**src/rcwd_pkg.sv**
```systemverilog
// constants and types for the reset cause and watchdog block
`default_nettype none
package rcwd_pkg;
    // clock and documented times
    localparam int CLK_PERIOD_NS = 25;
    localparam int NS_PER_MS     = 1000000;
    localparam int T_POR_NS      = 10000;
    localparam int T_FSCM_NS     = 100000;
    localparam int T_PWRT_A_MS   = 4;
    localparam int T_PWRT_B_MS   = 16;
    localparam int T_PWRT_C_MS   = 64;
    // least times round up
    localparam int POR_CYC  = (T_POR_NS + CLK_PERIOD_NS - 1) / CLK_PERIOD_NS;
    localparam int FSCM_CYC = (T_FSCM_NS + CLK_PERIOD_NS - 1) / CLK_PERIOD_NS;
    // register map
    localparam logic [7:0] ADDR_CAUSE  = 8'h00;
    localparam logic [7:0] ADDR_STATUS = 8'h04;
    localparam logic [1:0] AXI_OKAY    = 2'h0;
    localparam logic [1:0] AXI_SLVERR  = 2'h2;
    // reset_cause_reg bit positions
    localparam int BIT_TRAP  = 15;
    localparam int BIT_ILL   = 14;
    localparam int BIT_EXT_PIN_RESET_FLAG  = 7;
    localparam int BIT_SWR   = 6;
    localparam int BIT_SWDT  = 5;
    localparam int BIT_WATCHDOG_TIMEOUT_FLAG  = 4;
    localparam int BIT_SLEEP = 3;
    localparam int BIT_IDLE  = 2;
    localparam int BIT_BOR   = 1;
    localparam int BIT_POR   = 0;
    localparam logic [15:0] CAUSE_WMASK   = 16'hc0ff;
    localparam logic [15:0] CAUSE_POR_VAL = 16'h0003;
    // program counter targets
    localparam logic [23:0] RESET_VEC = 24'h000000;
    localparam logic [23:0] PC_STEP   = 24'h000002;
    // fuse decoding
    localparam logic [1:0] OSC_GRP_PRIMARY = 2'h3;
    localparam int         PRIM_PLL_BIT    = 2;
    localparam int         PRIM_XTAL_BIT   = 3;
    localparam logic [1:0] BAND_TOP        = 2'h2;
    localparam logic [1:0] PWRT_OFF        = 2'h0;
    localparam logic [1:0] PWRT_A          = 2'h1;
    localparam logic [1:0] PWRT_B          = 2'h2;

    typedef enum logic [1:0] {
        SEQ_RUN     = 2'b00,
        SEQ_DELAY   = 2'b01,
        SEQ_CLKWAIT = 2'b11
    } rcwd_seq_t;

    typedef enum logic [1:0] {
        PM_RUN   = 2'b00,
        PM_IDLE  = 2'b01,
        PM_SLEEP = 2'b11
    } rcwd_pm_t;

    typedef struct packed {
        logic [1:0] osc_group_fuse;
        logic [3:0] primary_osc_fuse;
        logic [1:0] pwrt_sel;
        logic [1:0] bor_band;
        logic       bor_en;
        logic       watchdog_enable_fuse;
    } rcwd_fuse_t;
endpackage
`default_nettype wire

```
**src/rcwd_top.sv**
```systemverilog
// reset sequencer, reset-cause register and watchdog with AXI4-Lite access
//
// The implementer's own choices: the register offsets and the AXI4-Lite slave port.
`default_nettype none
// Operation
// - three brown-out trip bands select threshold
// - brown-out pulses reset, reloads clock source
// - oscillator start-up wait and PLL lock gate
// - power-on plus power-up delays before release
// - zero power-up with crystal adds monitor delay
// - brown-out and power-on set their cause flags
// - brown-out detector works in low-power states
// - software reads and writes all cause flags
// - pin reset while running updates flags
// - software reset instruction updates flags
// - pin reset in sleep sets sleep flag
// - pin reset in idle sets idle flag
// - watchdog overflow outside sleep resets device
// - watchdog overflow in sleep wakes at next
// - interrupt wake from sleep loads its vector
// - watchdog runs free on its own tick
// - watchdog fuse set forces watchdog on
// - soft enable bit controls watchdog when fuse clear
// - power save only via its instruction
// - trap lockup sets its flag, restarts
// - illegal operation sets its flag, restarts
module rcwd_top
    import rcwd_pkg::*;
#(
    parameter int DW        = 23,
    parameter int PWRT_A_CY = T_PWRT_A_MS * (NS_PER_MS / CLK_PERIOD_NS),
    parameter int PWRT_B_CY = T_PWRT_B_MS * (NS_PER_MS / CLK_PERIOD_NS),
    parameter int PWRT_C_CY = T_PWRT_C_MS * (NS_PER_MS / CLK_PERIOD_NS),
    parameter int OST_CY    = 1024,
    parameter int LPRC_DIV  = 32,
    parameter int WDT_W     = 16
)(
    // clock and power-on reset
    input  wire logic        CORE_CLK,
    input  wire logic        RSTN,
    // fuses and analog comparators
    input  wire rcwd_fuse_t  FUSES,
    input  wire logic [2:0]  SUPPLY_BELOW,
    input  wire logic        PLL_LOCK,
    // core events
    input  wire logic        MASTER_CLEAR_PIN_PIN_N,
    input  wire logic        SOFT_RESET_INSTR,
    input  wire logic        TRAP_LOCKUP,
    input  wire logic        ILLEGAL_OP,
    input  wire logic        WDT_CLEAR_INSTR,
    input  wire logic        POWER_SAVE_INSTR,
    input  wire logic        POWER_SAVE_IDLE,
    input  wire logic        INT_WAKE,
    input  wire logic [23:0] INT_VECTOR,
    input  wire logic [23:0] CUR_PC,
    // core control
    output logic             SYS_RESET,
    output logic             CLK_HOLD,
    output logic             PC_LOAD,
    output logic [23:0]      PC_TARGET,
    output logic [1:0]       CLK_GROUP,
    output logic [3:0]       CLK_PRIMARY,
    output logic             SLEEP_MODE,
    output logic             IDLE_MODE,
    // AXI4-Lite slave
    input  wire logic [7:0]  S_AXI_AWADDR,
    input  wire logic        S_AXI_AWVALID,
    output logic             S_AXI_AWREADY,
    input  wire logic [31:0] S_AXI_WDATA,
    input  wire logic [3:0]  S_AXI_WSTRB,
    input  wire logic        S_AXI_WVALID,
    output logic             S_AXI_WREADY,
    output logic [1:0]       S_AXI_BRESP,
    output logic             S_AXI_BVALID,
    input  wire logic        S_AXI_BREADY,
    input  wire logic [7:0]  S_AXI_ARADDR,
    input  wire logic        S_AXI_ARVALID,
    output logic             S_AXI_ARREADY,
    output logic [31:0]      S_AXI_RDATA,
    output logic [1:0]       S_AXI_RRESP,
    output logic             S_AXI_RVALID,
    input  wire logic        S_AXI_RREADY
);

    rcwd_seq_t         seq_q;
    rcwd_pm_t          pm_q;
    logic [15:0]       cause_q;
    logic [15:0]       cause_d;
    logic [DW-1:0]     dly_q;
    logic [DW-1:0]     ost_q;
    logic [WDT_W-1:0]  wdt_q;
    logic [7:0]        div_q;
    logic              tick_q;
    logic              por_pend_q;
    logic              master_clear_pin_prev_q;
    logic              pll_used_q;
    logic              wr_fire;
    logic              ev_por, ev_bor, ev_master_clear_pin, ev_sw, ev_wrst;
    logic              ev_wwake, ev_iwake, ev_trap, ev_ill;
    logic              ev_warm, bor_trip, wdt_en, wdt_ovf, live;
    logic [DW-1:0]     full_dly;

    ////////////////////////////////////////////////////////////////////
    // fuse decode

    function automatic logic [DW-1:0] pwrt_cyc(input logic [1:0] s);
        case (s)
            PWRT_OFF: pwrt_cyc = '0;
            PWRT_A:   pwrt_cyc = DW'(PWRT_A_CY);
            PWRT_B:   pwrt_cyc = DW'(PWRT_B_CY);
            default:  pwrt_cyc = DW'(PWRT_C_CY);
        endcase
    endfunction

    function automatic logic prim_bit(input rcwd_fuse_t f,
                                      input int b);
        prim_bit = (f.osc_group_fuse == OSC_GRP_PRIMARY) &&
                   f.primary_osc_fuse[b];
    endfunction

    always_comb
    begin
        full_dly = DW'(POR_CYC) + pwrt_cyc(FUSES.pwrt_sel);
        if (FUSES.pwrt_sel == PWRT_OFF && prim_bit(FUSES, PRIM_XTAL_BIT))
            full_dly = DW'(POR_CYC + FSCM_CYC);
    end

    ////////////////////////////////////////////////////////////////////
    // event detection, one reset per cycle; an interrupt wake can share its cycle with a trap, illegal op or soft reset

    // unused band code falls back to the highest band
    assign bor_trip = FUSES.bor_en && SUPPLY_BELOW[
        (FUSES.bor_band > BAND_TOP) ? BAND_TOP : FUSES.bor_band];
    assign wdt_en  = FUSES.watchdog_enable_fuse || cause_q[BIT_SWDT];
    assign wdt_ovf = wdt_en && tick_q && (&wdt_q);
    assign live    = (seq_q == SEQ_RUN) && !ev_por && !ev_bor;
    assign ev_por  = por_pend_q;
    assign ev_bor  = bor_trip && !por_pend_q;
    assign ev_master_clear_pin = live && master_clear_pin_prev_q && !MASTER_CLEAR_PIN_PIN_N;
    assign ev_wrst = live && !ev_master_clear_pin && wdt_ovf && pm_q != PM_SLEEP;
    assign ev_wwake = live && !ev_master_clear_pin && wdt_ovf && pm_q == PM_SLEEP;
    assign ev_trap = live && !ev_master_clear_pin && !wdt_ovf && TRAP_LOCKUP;
    assign ev_ill  = live && !ev_master_clear_pin && !wdt_ovf && !TRAP_LOCKUP &&
                     ILLEGAL_OP;
    assign ev_sw   = live && !ev_master_clear_pin && !wdt_ovf && !TRAP_LOCKUP &&
                     !ILLEGAL_OP && SOFT_RESET_INSTR;
    assign ev_iwake = live && !ev_master_clear_pin && !wdt_ovf && INT_WAKE &&
                      pm_q != PM_RUN;
    assign ev_warm = ev_master_clear_pin | ev_wrst | ev_trap | ev_ill | ev_sw;

    always_ff @(posedge CORE_CLK or negedge RSTN)
    begin
        if (!RSTN)
        begin
            por_pend_q  <= 1'b1;
            master_clear_pin_prev_q <= 1'b1;
        end
        else
        begin
            por_pend_q  <= 1'b0;
            master_clear_pin_prev_q <= MASTER_CLEAR_PIN_PIN_N;
        end
    end

    ////////////////////////////////////////////////////////////////////
    // reset-cause register: software write first, then the event on top

    always_comb
    begin
        cause_d = cause_q;
        if (wr_fire && S_AXI_AWADDR == ADDR_CAUSE)
            cause_d = (cause_q & ~(CAUSE_WMASK & {{8{S_AXI_WSTRB[1]}},
                      {8{S_AXI_WSTRB[0]}}})) | (S_AXI_WDATA[15:0] &
                      CAUSE_WMASK & {{8{S_AXI_WSTRB[1]}},
                      {8{S_AXI_WSTRB[0]}}});
        if (ev_por)
            cause_d = CAUSE_POR_VAL;
        else if (ev_bor)
        begin
            cause_d[BIT_BOR] = 1'b1;
            cause_d[BIT_POR] = 1'b0;
        end
        else if (ev_master_clear_pin)
        begin
            cause_d[BIT_EXT_PIN_RESET_FLAG]  = 1'b1;
            cause_d[BIT_WATCHDOG_TIMEOUT_FLAG]  = 1'b0;
            cause_d[BIT_SLEEP] = (pm_q == PM_SLEEP);
            cause_d[BIT_IDLE]  = (pm_q == PM_IDLE);
            if (pm_q == PM_RUN)
                cause_d[BIT_SWR] = 1'b0;
        end
        else if (ev_wrst || ev_sw)
        begin
            cause_d[BIT_WATCHDOG_TIMEOUT_FLAG]  = ev_wrst;
            cause_d[BIT_SWR]   = ev_sw;
            cause_d[BIT_EXT_PIN_RESET_FLAG]  = 1'b0;
            cause_d[BIT_SLEEP] = 1'b0;
            cause_d[BIT_IDLE]  = 1'b0;
        end
        else if (ev_trap)
            cause_d[BIT_TRAP] = 1'b1;
        else if (ev_ill)
            cause_d[BIT_ILL] = 1'b1;
        else if (ev_wwake)
        begin
            cause_d[BIT_WATCHDOG_TIMEOUT_FLAG]  = 1'b1;
            cause_d[BIT_SLEEP] = 1'b1;
        end
        else if (ev_iwake)
        begin
            cause_d[BIT_SLEEP] = cause_d[BIT_SLEEP] | (pm_q == PM_SLEEP);
            cause_d[BIT_IDLE]  = cause_d[BIT_IDLE] | (pm_q == PM_IDLE);
        end
    end

    always_ff @(posedge CORE_CLK or negedge RSTN)
    begin
        if (!RSTN)
            cause_q <= CAUSE_POR_VAL;
        else
            cause_q <= cause_d;
    end

    ////////////////////////////////////////////////////////////////////
    // reset sequencer

    always_ff @(posedge CORE_CLK or negedge RSTN)
    begin
        if (!RSTN)
        begin
            seq_q      <= SEQ_DELAY;
            dly_q      <= '0;
            ost_q      <= '0;
            pll_used_q <= 1'b0;
            SYS_RESET  <= 1'b1;
            CLK_HOLD   <= 1'b1;
            CLK_GROUP  <= '0;
            CLK_PRIMARY <= '0;
        end
        else if (ev_por || ev_bor)
        begin
            seq_q       <= SEQ_DELAY;
            SYS_RESET   <= 1'b1;
            dly_q       <= full_dly - DW'(1);
            CLK_GROUP   <= FUSES.osc_group_fuse;
            CLK_PRIMARY <= FUSES.primary_osc_fuse;
            ost_q       <= (FUSES.osc_group_fuse == OSC_GRP_PRIMARY) ?
                           DW'(OST_CY) : '0;
            pll_used_q  <= prim_bit(FUSES, PRIM_PLL_BIT);
            CLK_HOLD    <= 1'b1;
        end
        else if (ev_warm)
        begin
            seq_q     <= SEQ_DELAY;
            SYS_RESET <= 1'b1;
            dly_q     <= DW'(POR_CYC - 1);
        end
        else
        begin
            if (ost_q != '0)
                ost_q <= ost_q - DW'(1);
            CLK_HOLD <= (ost_q > DW'(1)) ||
                        (pll_used_q && !PLL_LOCK);
            case (seq_q)
                SEQ_DELAY:
                begin
                    if (dly_q != '0)
                        dly_q <= dly_q - DW'(1);
                    else if (MASTER_CLEAR_PIN_PIN_N)
                        seq_q <= SEQ_CLKWAIT;
                end
                SEQ_CLKWAIT:
                begin
                    if (ost_q == '0 && (!pll_used_q || PLL_LOCK))
                    begin
                        seq_q     <= SEQ_RUN;
                        SYS_RESET <= 1'b0;
                    end
                end
                SEQ_RUN:
                    SYS_RESET <= 1'b0;
                default:
                    seq_q <= SEQ_DELAY;
            endcase
        end
    end

    // program counter target
    always_ff @(posedge CORE_CLK or negedge RSTN)
    begin
        if (!RSTN)
        begin
            PC_LOAD   <= 1'b0;
            PC_TARGET <= RESET_VEC;
        end
        else
        begin
            PC_LOAD <= 1'b0;
            if (seq_q == SEQ_CLKWAIT && ost_q == '0 && !ev_por && !ev_bor
                && !ev_warm && (!pll_used_q || PLL_LOCK))
            begin
                PC_LOAD   <= 1'b1;
                PC_TARGET <= RESET_VEC;
            end
            else if (ev_wwake)
            begin
                PC_LOAD   <= 1'b1;
                PC_TARGET <= CUR_PC + PC_STEP;
            end
            else if (ev_iwake)
            begin
                PC_LOAD   <= 1'b1;
                PC_TARGET <= INT_VECTOR;
            end
        end
    end

    ////////////////////////////////////////////////////////////////////
    // power-saving state

    always_ff @(posedge CORE_CLK or negedge RSTN)
    begin
        if (!RSTN)
        begin
            pm_q       <= PM_RUN;
            SLEEP_MODE <= 1'b0;
            IDLE_MODE  <= 1'b0;
        end
        else if (ev_por || ev_bor || ev_warm || ev_wwake || ev_iwake)
        begin
            pm_q       <= PM_RUN;
            SLEEP_MODE <= 1'b0;
            IDLE_MODE  <= 1'b0;
        end
        else if (live && pm_q == PM_RUN && POWER_SAVE_INSTR)
        begin
            pm_q       <= POWER_SAVE_IDLE ? PM_IDLE : PM_SLEEP;
            SLEEP_MODE <= !POWER_SAVE_IDLE;
            IDLE_MODE  <= POWER_SAVE_IDLE;
        end
    end

    ////////////////////////////////////////////////////////////////////
    // watchdog: own tick, not gated by sleep or the system clock hold

    always_ff @(posedge CORE_CLK or negedge RSTN)
    begin
        if (!RSTN)
        begin
            div_q  <= '0;
            tick_q <= 1'b0;
        end
        else
        begin
            tick_q <= (div_q == 8'(LPRC_DIV - 1));
            div_q  <= (div_q == 8'(LPRC_DIV - 1)) ? '0 : div_q + 8'h01;
        end
    end

    always_ff @(posedge CORE_CLK or negedge RSTN)
    begin
        if (!RSTN)
            wdt_q <= '0;
        else if (!wdt_en || WDT_CLEAR_INSTR || ev_por || ev_bor ||
                 ev_warm || ev_wwake)
            wdt_q <= '0;
        else if (tick_q)
            wdt_q <= wdt_q + WDT_W'(1);
    end

    ////////////////////////////////////////////////////////////////////
    // AXI4-Lite slave: write readies pulse one cycle after both valids, read ready one cycle after ARVALID

    assign wr_fire = S_AXI_AWREADY && S_AXI_AWVALID && S_AXI_WVALID;

    always_ff @(posedge CORE_CLK or negedge RSTN)
    begin
        if (!RSTN)
        begin
            S_AXI_AWREADY <= 1'b0;
            S_AXI_WREADY  <= 1'b0;
            S_AXI_BVALID  <= 1'b0;
            S_AXI_BRESP   <= AXI_OKAY;
        end
        else
        begin
            S_AXI_AWREADY <= S_AXI_AWVALID && S_AXI_WVALID &&
                             !S_AXI_AWREADY && !S_AXI_BVALID;
            S_AXI_WREADY  <= S_AXI_AWVALID && S_AXI_WVALID &&
                             !S_AXI_AWREADY && !S_AXI_BVALID;
            if (wr_fire)
            begin
                S_AXI_BVALID <= 1'b1;
                S_AXI_BRESP  <= (S_AXI_AWADDR == ADDR_CAUSE ||
                                 S_AXI_AWADDR == ADDR_STATUS) ?
                                AXI_OKAY : AXI_SLVERR;
            end
            else if (S_AXI_BREADY)
                S_AXI_BVALID <= 1'b0;
        end
    end

    always_ff @(posedge CORE_CLK or negedge RSTN)
    begin
        if (!RSTN)
        begin
            S_AXI_ARREADY <= 1'b0;
            S_AXI_RVALID  <= 1'b0;
            S_AXI_RDATA   <= '0;
            S_AXI_RRESP   <= AXI_OKAY;
        end
        else
        begin
            S_AXI_ARREADY <= S_AXI_ARVALID && !S_AXI_ARREADY &&
                             !S_AXI_RVALID;
            if (S_AXI_ARREADY && S_AXI_ARVALID)
            begin
                S_AXI_RVALID <= 1'b1;
                S_AXI_RRESP  <= AXI_OKAY;
                case (S_AXI_ARADDR)
                    ADDR_CAUSE:  S_AXI_RDATA <= {16'h0000, cause_q};
                    ADDR_STATUS: S_AXI_RDATA <= {20'h00000, wdt_en,
                                     CLK_HOLD, seq_q, pm_q,
                                     CLK_GROUP, CLK_PRIMARY};
                    default:
                    begin
                        S_AXI_RDATA <= '0;
                        S_AXI_RRESP <= AXI_SLVERR;
                    end
                endcase
            end
            else if (S_AXI_RREADY)
                S_AXI_RVALID <= 1'b0;
        end
    end
endmodule
`default_nettype wire

```
**config.mk**
```make
export PLATFORM = sky130hd
export DESIGN_NAME = rcwd_top
export DESIGN_NICKNAME = d
export VERILOG_FILES = /design/src/rcwd_pkg.sv /design/src/rcwd_top.sv
export SDC_FILE = /design/constraint.sdc
export NUM_CORES = 1
export LEC_CHECK = 0
export BUFFER_PORTS_ARGS = -buffer_cell sky130_fd_sc_hd__buf_2
export CORE_MARGIN = 8
export CORE_UTILIZATION = 45
export DETAILED_ROUTE_END_ITERATION = 8
export HOLD_SLACK_MARGIN = 0.15
export PLACE_DENSITY = 0.75
export SYNTH_ARGS = -nofsm -noshare
export SYNTH_HDL_FRONTEND = slang
export SYNTH_SLANG_ARGS = --single-unit
```
**constraint.sdc**
```tcl
create_clock -name CORE_CLK -period 2.45 [get_ports CORE_CLK]
set_input_delay 0.1225 -clock CORE_CLK [delete_from_list [all_inputs] [get_ports CORE_CLK]]
set_output_delay 0.1225 -clock CORE_CLK [all_outputs]
set_load 0.1 [all_outputs]
```
==> results of run 1 <==
==> cells in the mapped netlist (7+ instances only) <==
cell,instances,share of area [%]
a211oi_1,9,0.84
a21oi_1,51,3.2
a31oi_1,16,1.3
and2_1,7,0.55
and3_1,12,0.94
buf_4,23,2.2
clkbuf_1,23,1.1
dfrtp_1,135,42
dfstp_2,7,2.3
ha_1,12,1.9
inv_1,21,0.98
mux2i_1,27,3.4
nand2_1,83,3.9
nand2b_1,7,0.55
nand3_1,23,1.4
nand4_1,14,1.1
nand4b_1,7,0.77
nor2_1,96,4.5
nor3_1,23,1.4
nor4_1,16,1.3
o21ai_0,37,2.3
o22a_1,11,1.2
o22ai_1,7,0.55
o2bb2ai_1,9,0.98
o31ai_1,8,0.75
or3_1,18,1.4
or4_1,9,0.84
xnor2_1,27,3.0
xor2_1,22,2.4
==> what timing repair did <==
item	in CTS	in global routing
gates resized for setup	0	19
endpoints found under the hold margin	189	0
buffers inserted	0	13
hold buffers	63	0
setup endpoints to repair	0	50
==> cell type report <==
type	count	area [µm²]	area share, %
Multi-Input combinational cell	663	4210	39.0
Sequential cell	142	3570	33.1
Timing Repair Buffer	296	2030	18.8
Clock buffer	20	467	4.32
Tap cell	225	282	2.61
Clock inverter	12	146	1.36
Inverter	21	78.8	0.730
Antenna cell	2	5.00	0.0464
==> where the power goes <==
group          total [mW]  internal (mW)  switching [mW]
sequential           2.80           2.58           0.221
combinational        2.83           1.08            1.75
clock                2.70           1.61            1.09
total                8.33           5.26            3.07
==> cell usage in the layout (no fill, tap or decap), types with 17 or more instances in the layout <==
cell | netlist | layout
a21oi_1 | 51 | 50
buf_2 | 6 | 161
buf_4 | 23 | 64
clkbuf_16 | 0 | 17
conb_1 | 1 | 21
dfrtp_1 | 135 | 133
dlygate4sd3_1 | 0 | 63
inv_1 | 21 | 21
mux2i_1 | 27 | 27
nand2_1 | 83 | 82
nand3_1 | 23 | 22
nor2_1 | 96 | 96
nor3_1 | 23 | 23
o21ai_0 | 37 | 36
or3_1 | 18 | 17
xnor2_1 | 27 | 27
xor2_1 | 22 | 22
==> cell families (layout without fill, tap and decap cells) <==
group,count (synthesis),count (layout)
buf+inv,80,349
fa+ha+maj,12,12
simple gates,346,346
mux,33,33
compound gates,202,202
xor+xnor,49,49
other cells,1,23
flops,142,142
==> worst register-to-register path: stages, from the launching register on <==
cell and delay [ns]:
dfrtp_1 0.39, or4_4 0.53, or3_4 0.42, nor4b_4 0.32, buf_4 0.19, buf_6 0.12
nor4_2 0.05, xnor2_1 0.16, a22oi_1 0.09
==> through the flow <==
step	area [µm²]	hold WS, ns	TNS [ns]	worst slack [ns]
5_1_grt	10800	0.185	-0.231	-0.0587
3_3_place_gp	9350	0.104	0	0.0325
4_1_cts	10600	0.151	0	0.00311
2_1_floorplan	8130	-0.173	-0.00383	-0.00383
6_report	10800	0.172	0	0.0482
3_5_place_dp	9350	0.109	0	0.0269
==> metal layers <==
metal | share of wire (%) | vias up
met5 | 0 | -
met4 | 1.9 | 0
met3 | 7.0 | 41
met2 | 49 | 277
met1 | 42 | 3615
li1 | - | 3660
==> worst min-delay path by stage <==
| stage | to | slack [ns] | cells past startpoint |
|---|---|---|---|
| finish | PC_TARGET[14]$_DFFE_PN0P_ | 0.17 | 5 |
| global route | PC_TARGET[0]$_DFFE_PN0P_ | 0.18 | 4 |
| CTS | PC_TARGET[10]$_DFFE_PN0P_ | 0.15 | 5 |
| detailed placement | ost_q[0]$_DFFE_PN0P_ | 0.11 | 1 |
| global placement | div_q[4]$_DFF_PN0_ | 0.10 | 1 |
| floorplan | CLK_GROUP[0]$_DFFE_PN0N_ | -0.17 | 0 |
==> flip-flops by register name, summed over array words and instances, names as in the netlist, 2 cells and up <==
register	cells
CLK_PRIMARY	4
div_q	8
cause_q	10
seq_q	2
CLK_GROUP	2
ost_q	23
PC_TARGET	24
S_AXI_RDATA	14
wdt_q	16
dly_q	23
==> results by group, run 1 <==
Run status
  • Status: completed

Timing
  • Headroom to the max-slew limit: 53.5%
  • Actual transition at the worst max-transition pin: 0.696 ns
  • Final hold viol count: 0
  • RSZ-0062 raised after global routing: yes
  • Post-route clock period utilization: 98.0%
  • Setup-violating endpoint count in the final report: 0
  • Max-slew violations: 0
  • Post-route minimum period: 2.40 ns
  • FMAX: 416 MHz
  • Final setup skew: 0.00862 ns

Synthesis
  • Cell area after technology mapping: 0.00801 mm²
  • Sequential cell area fraction in the yosys report: 44.5%
  • Count of flip-flops with a built-in enable after synthesis: 0
  • Number of different library cells in the post-synthesis netlist: 77
  • Main combinational cell family by area after synthesis: simple AND/OR/NAND/NOR gates
  • Post-synthesis mux area share: 4.22%
  • Xor and xnor area share after synthesis: 5.36%
  • Async set-or-reset flop fraction in the synthesized netlist: 100%
  • Most frequently used flop master after synthesis: dfrtp_1
  • Number of instances in the synthesized netlist: 865
  • Simple-gate share of the synthesized area: 22.1%
  • Synth warnings: 0
  • Compound-gate portion of the synthesized area: 16.7%
  • Synth Area per Inst: 9.26 µm²
  • Adder and majority cell fraction of the synthesized area: 1.88%
  • Number of synthesized register bits: 142

Final layout
  • Post-layout instance count excluding filler cells: 1,381
  • Number of nets at the end of the flow: 1,284
  • Util after Layout: 62.2%
  • Area growth from synthesis to layout: 34.8%
  • Share of final-layout standard cells stronger than drive strength 1: 27.3%
  • Filler cell count: 1,430

Critical path
  • Critical Path End Type: register
  • Crit Path Class: register to register
  • Family of cells with the greatest summed delay on the critical path: simple AND/OR/NAND/NOR gates
  • Logic depth of the worst path, buffers included: 8
  • Data arrival, critical path: 2.69 ns
  • Reg2reg end: dly_q[8]$_DFFE_PN0P_
  • Launch point of the critical path: dly_q[11]$_DFFE_PN0P_
  • Biggest cell delay along the critical path: 0.53 ns
  • Crit path capture: dly_q[8]$_DFFE_PN0P_
  • Highest fanout seen on the critical path: 5
  • CP max stage cell: or4_4
  • Reg-to-reg slack, setup: 0.05 ns
  • Buffers plus inverters on the worst setup path: 2
  • CP startpoint kind: register
  • Depth of the worst register-to-register path: 8
  • Worst r2r src: dly_q[11]$_DFFE_PN0P_
  • Worst path cell trace: or4_4 > or3_4 > nor4b_4 > buf_4 > buf_6 > nor4_2 > xnor2_1 > a22oi_1
  • Data required time at the worst endpoint: 2.74 ns

Clocking
  • Number of levels the H-tree was split into: 4
  • Clock latency on the worst-skew pair: 0.43 ns
  • Clock root buffer: clkbuf_16
  • Total clock buffers created by CTS: 17
  • CTS tree: done
  • Sink count of the clock tree: 142
  • Register clock-pin slew on the reported worst setup and hold paths: 0.06 ns
  • Clock Tree Buf Depth: 2

Global routing
  • Busiest layer in global routing: met2
  • Maximum number of pins on one net before global-route repair: 52
  • Antenna violations before repair: 0
  • Global-route track usage on met1: 26.9%
  • Total overflow reported by the global router: 0
  • Global Route met3 Usage: 5.04%
  • Wire length of the first global-routing pass: 38,300 µm
  • Routing usage on met2: 35.0%
  • Vias in the first global route: 7,548
  • GRT Resource Usage Total: 21.5%

Routing
  • Vias per inst: 5.50
  • Sum of routed wire length over all layers: 24,100 µm
  • Remaining antenna violation count after routing: 0
  • DRC violations left: 0
  • Drt first-iter violations: 606
  • Per-cell routed wire length: 17.5 µm
  • Number of vias in the routed layout: 7,593
  • 1st-pass router iterations: 5

Floorplan
  • Number of placed I/O pins: 207
  • Die span in x: 149 µm
  • Number of rows created at floorplan: 48
  • Die span in y: 149 µm
  • Core area: 0.0174 mm²
  • Full die area: 0.0223 mm²
  • Starting utilization of the core area: 46.1%

Placement
  • Final weighted congestion in routability-driven placement: 0.896
  • Post-DP HPWL: 17,100 µm
  • Post-placement cell count: 1,270
  • Port buffer count: 162

Min path
  • HP Start: CUR_PC[14]
  • HP Class: primary input to register

Power and ir drop
  • Power per cell area: 772 mW/mm²
  • Leakage power: 5.10 nW
  • Maximum resistive drop on vdd: 0.000535 V
  • Final Total Pwr: 8.33 mW

Flow run
  • Number of maximum-capacitance constraint violations: 0
No activity file was read; power rests on OpenSTA's default activity.
==> run 2: changes to the inputs <==
--- a/config.mk
+++ b/config.mk
@@ -7,10 +7,10 @@
 export LEC_CHECK = 0
 export BUFFER_PORTS_ARGS = -buffer_cell sky130_fd_sc_hd__buf_2
 export CORE_MARGIN = 8
-export CORE_UTILIZATION = 45
+export CORE_UTILIZATION = 30
 export DETAILED_ROUTE_END_ITERATION = 8
 export HOLD_SLACK_MARGIN = 0.15
-export PLACE_DENSITY = 0.75
+export PLACE_DENSITY = 0.55
 export SYNTH_ARGS = -nofsm -noshare
 export SYNTH_HDL_FRONTEND = slang
 export SYNTH_SLANG_ARGS = --single-unit
==> run 2 against run 1 <==
Effect of this change: total power fell by 0.22%; via count barely moved; flip-flop and latch count did not move; setup slack got worse by 0.030 ns; die area rose by 44%; utilization fell by 20 points; global-route usage fell by 5.4 points; sequential power barely moved.
==> results by group, run 2 (same netlist as run 1, synthesis figures left out) <==
Critical path
  • Data arrival, critical path: 2.74 ns
  • Biggest cell delay along the critical path: 0.55 ns
  • Family of cells with the greatest summed delay on the critical path: simple AND/OR/NAND/NOR gates
  • Reg2reg end: dly_q[15]$_DFFE_PN0P_
  • Critical Path End Type: register
  • CP max stage cell: or4_4
  • Buffers plus inverters on the worst setup path: 1
  • Depth of the worst register-to-register path: 7
  • Reg-to-reg slack, setup: 0.02 ns
  • Data required time at the worst endpoint: 2.76 ns
  • Worst path cell trace: or4_4 > or3_4 > nor4b_4 > buf_4 > nand2b_4 > a21oi_1 > o22a_1
  • Crit Path Class: register to register
  • Highest fanout seen on the critical path: 8
  • Worst r2r src: dly_q[9]$_DFFE_PN0P_
  • CP startpoint kind: register

Timing
  • Setup-violating endpoint count in the final report: 0
  • Headroom to the max-slew limit: 58.1%
  • Final setup skew: 0.0147 ns
  • Post-route minimum period: 2.43 ns
  • Aggregate negative setup slack: 0 ns
  • Final hold viol count: 0
  • Actual transition at the worst max-transition pin: 0.611 ns
  • RSZ-0062 raised after global routing: yes
  • Max-slew violations: 0
  • FMAX: 411 MHz
  • Post-route clock period utilization: 99.3%

Global routing
  • Wire length of the first global-routing pass: 40,500 µm
  • Antenna violations before repair: 0
  • Vias in the first global route: 7,649
  • Total overflow reported by the global router: 0
  • Maximum number of pins on one net before global-route repair: 63
  • GRT Resource Usage Total: 16.1%

Clocking
  • CTS tree: done
  • Register clock-pin slew on the reported worst setup and hold paths: 0.07 ns
  • Clock Tree Buf Depth: 2
  • Clock latency on the worst-skew pair: 0.43 ns
  • Total clock buffers created by CTS: 17
  • Number of levels the H-tree was split into: 4
  • Sink count of the clock tree: 142
  • Clock root buffer: clkbuf_16

Final layout
  • Non-Filler Cell Area, Final: 0.0111 mm²
  • Largest Register: PC_TARGET
  • Util after Layout: 41.8%
  • Registers with the most flip-flops: PC_TARGET (24), dly_q (23), ost_q (23)
  • Final antenna diode count: 0
  • Share of final-layout standard cells stronger than drive strength 1: 28.8%
  • Number of nets at the end of the flow: 1,300
  • Post-layout instance count excluding filler cells: 1,511
  • Filler cell count: 2,654
  • Most frequent cells in the layout: buf_2, dfrtp_1, nor2_1, nand2_1, buf_4
  • Number of flip-flops in the largest register: 24
  • Area growth from synthesis to layout: 38.6%
  • Most common library cell in the layout ignoring fill and taps: buf_2

Routing
  • Remaining antenna violation count after routing: 0
  • Number of vias in the routed layout: 7,595
  • DRC violations left: 0
  • Per-cell routed wire length: 17.1 µm
  • Vias per inst: 5.03
  • Drt first-iter violations: 514
  • Sum of routed wire length over all layers: 25,900 µm
  • 1st-pass router iterations: 5

Placement
  • Port buffer count: 162
  • Post-placement cell count: 1,402
  • Final weighted congestion in routability-driven placement: 0.824
  • Placement Cell Area: 0.00964 mm²
  • Post-DP HPWL: 18,900 µm

Min path
  • End of the worst hold path: PC_TARGET[14]$_DFFE_PN0P_
  • HP Start: CUR_PC[14]
  • HP Class: primary input to register
  • Hold Path Stages: 5

Power and ir drop
  • Maximum resistive drop on vdd: 0.000441 V
  • Final Total Pwr: 8.31 mW
  • Proportion of power drawn by combinational gates: 36.2%
  • Share of power burned in registers: 33.8%
  • Internal power: 5.15 mW
  • P_sw: 3.16 mW
  • Switching power share of the total: 38.0%
  • Clock network fraction of total power: 30.1%
  • Leakage power: 5.18 nW
  • Power per cell area: 749 mW/mm²

Floorplan
  • Die span in y: 179 µm
  • Number of placed I/O pins: 207
  • Full die area: 0.0322 mm²
  • Starting utilization of the core area: 30.1%
  • Die span in x: 179 µm
  • Number of rows created at floorplan: 60
  • Core area: 0.0266 mm²

Run status
  • Status: completed

Flow run
  • Number of maximum-capacitance constraint violations: 0
-- run 2: power by group through the flow --
stage	logic, mW	clock network, mW	registers (mW)
2_1_floorplan	1.58	0	3.05
3_3_place_gp	2.79	0	2.83
3_5_place_dp	2.84	0	2.84
4_1_cts	2.94	2.58	2.80
5_1_grt	3.27	2.67	2.84
6_report	3.00	2.50	2.80
-- run 2: final cells by class --
cell class | instances | area (µm²) | area share, %
multi-input cells | 664 | 4300 | 38.8
clock inverters | 14 | 120 | 1.08
clock buffers | 18 | 439 | 3.96
flip-flops and latches | 142 | 3570 | 32.1
inverters | 21 | 78.8 | 0.710
repair buffers | 311 | 2160 | 19.5
well taps | 341 | 427 | 3.84
-- run 2: per-layer routing --
layer / up-vias / GRT usage [%] / wire length, µm
met4: 0 / 5.07 / 517
li1: 3688 / - / -
met1: 3665 / 21.4 / 11800
met3: 31 / 3.81 / 1470
met5: - / 0 / 0
met2: 211 / 25.6 / 12100
-- run 2: repair_timing --
item / CTS / global route
hold endpoints to repair: 110 / 0
cloned: 0 / 1
endpoints found under the setup margin: 20 / 56
pin swaps: 0 / 14
hold buffers: 67 / 0
resized for setup: 3 / 33
setup buffers: 1 / 8
-- run 2: worst reg2reg max path, delay by kind of cell (launching register included) --
family / cells / cell delay, ns
AO/OA/AOI/OAI: 2 / 0.28
buffers and inverters: 1 / 0.19
AND/OR/NAND/NOR: 4 / 1.47
flip-flops: 1 / 0.39
-- run 2: worst max path at each step --
| stage | from | to | slack, ns | depth (start not counted) |
|---|---|---|---|---|
| 6_report | dly_q[9]$_DFFE_PN0P_ | dly_q[15]$_DFFE_PN0P_ | 0.02 | 7 |
| 5_1_grt | dly_q[9]$_DFFE_PN0P_ | dly_q[21]$_DFFE_PN0P_ | -0.05 | 7 |
| 4_1_cts | dly_q[12]$_DFFE_PN0P_ | dly_q[7]$_DFFE_PN0P_ | 0.007 | 6 |
| 3_5_place_dp | wdt_q[0]$_DFFE_PN0P_ | ost_q[5]$_DFFE_PN0P_ | -0.07 | 7 |
| 3_3_place_gp | wdt_q[0]$_DFFE_PN0P_ | ost_q[5]$_DFFE_PN0P_ | 0.006 | 7 |
| 2_1_floorplan | SLEEP_MODE$_DFFE_PN0P_ | ost_q[16]$_DFFE_PN0P_ | -0.004 | 8 |
-- run 2: metrics by stage --
stage	setup slack, ns	hold slack, ns
3_5_place_dp	-0.0689	0.170
6_report	0.0179	0.163
2_1_floorplan	-0.00383	-0.173
4_1_cts	0.00660	0.153
3_3_place_gp	0.00585	0.172
5_1_grt	-0.0511	0.194
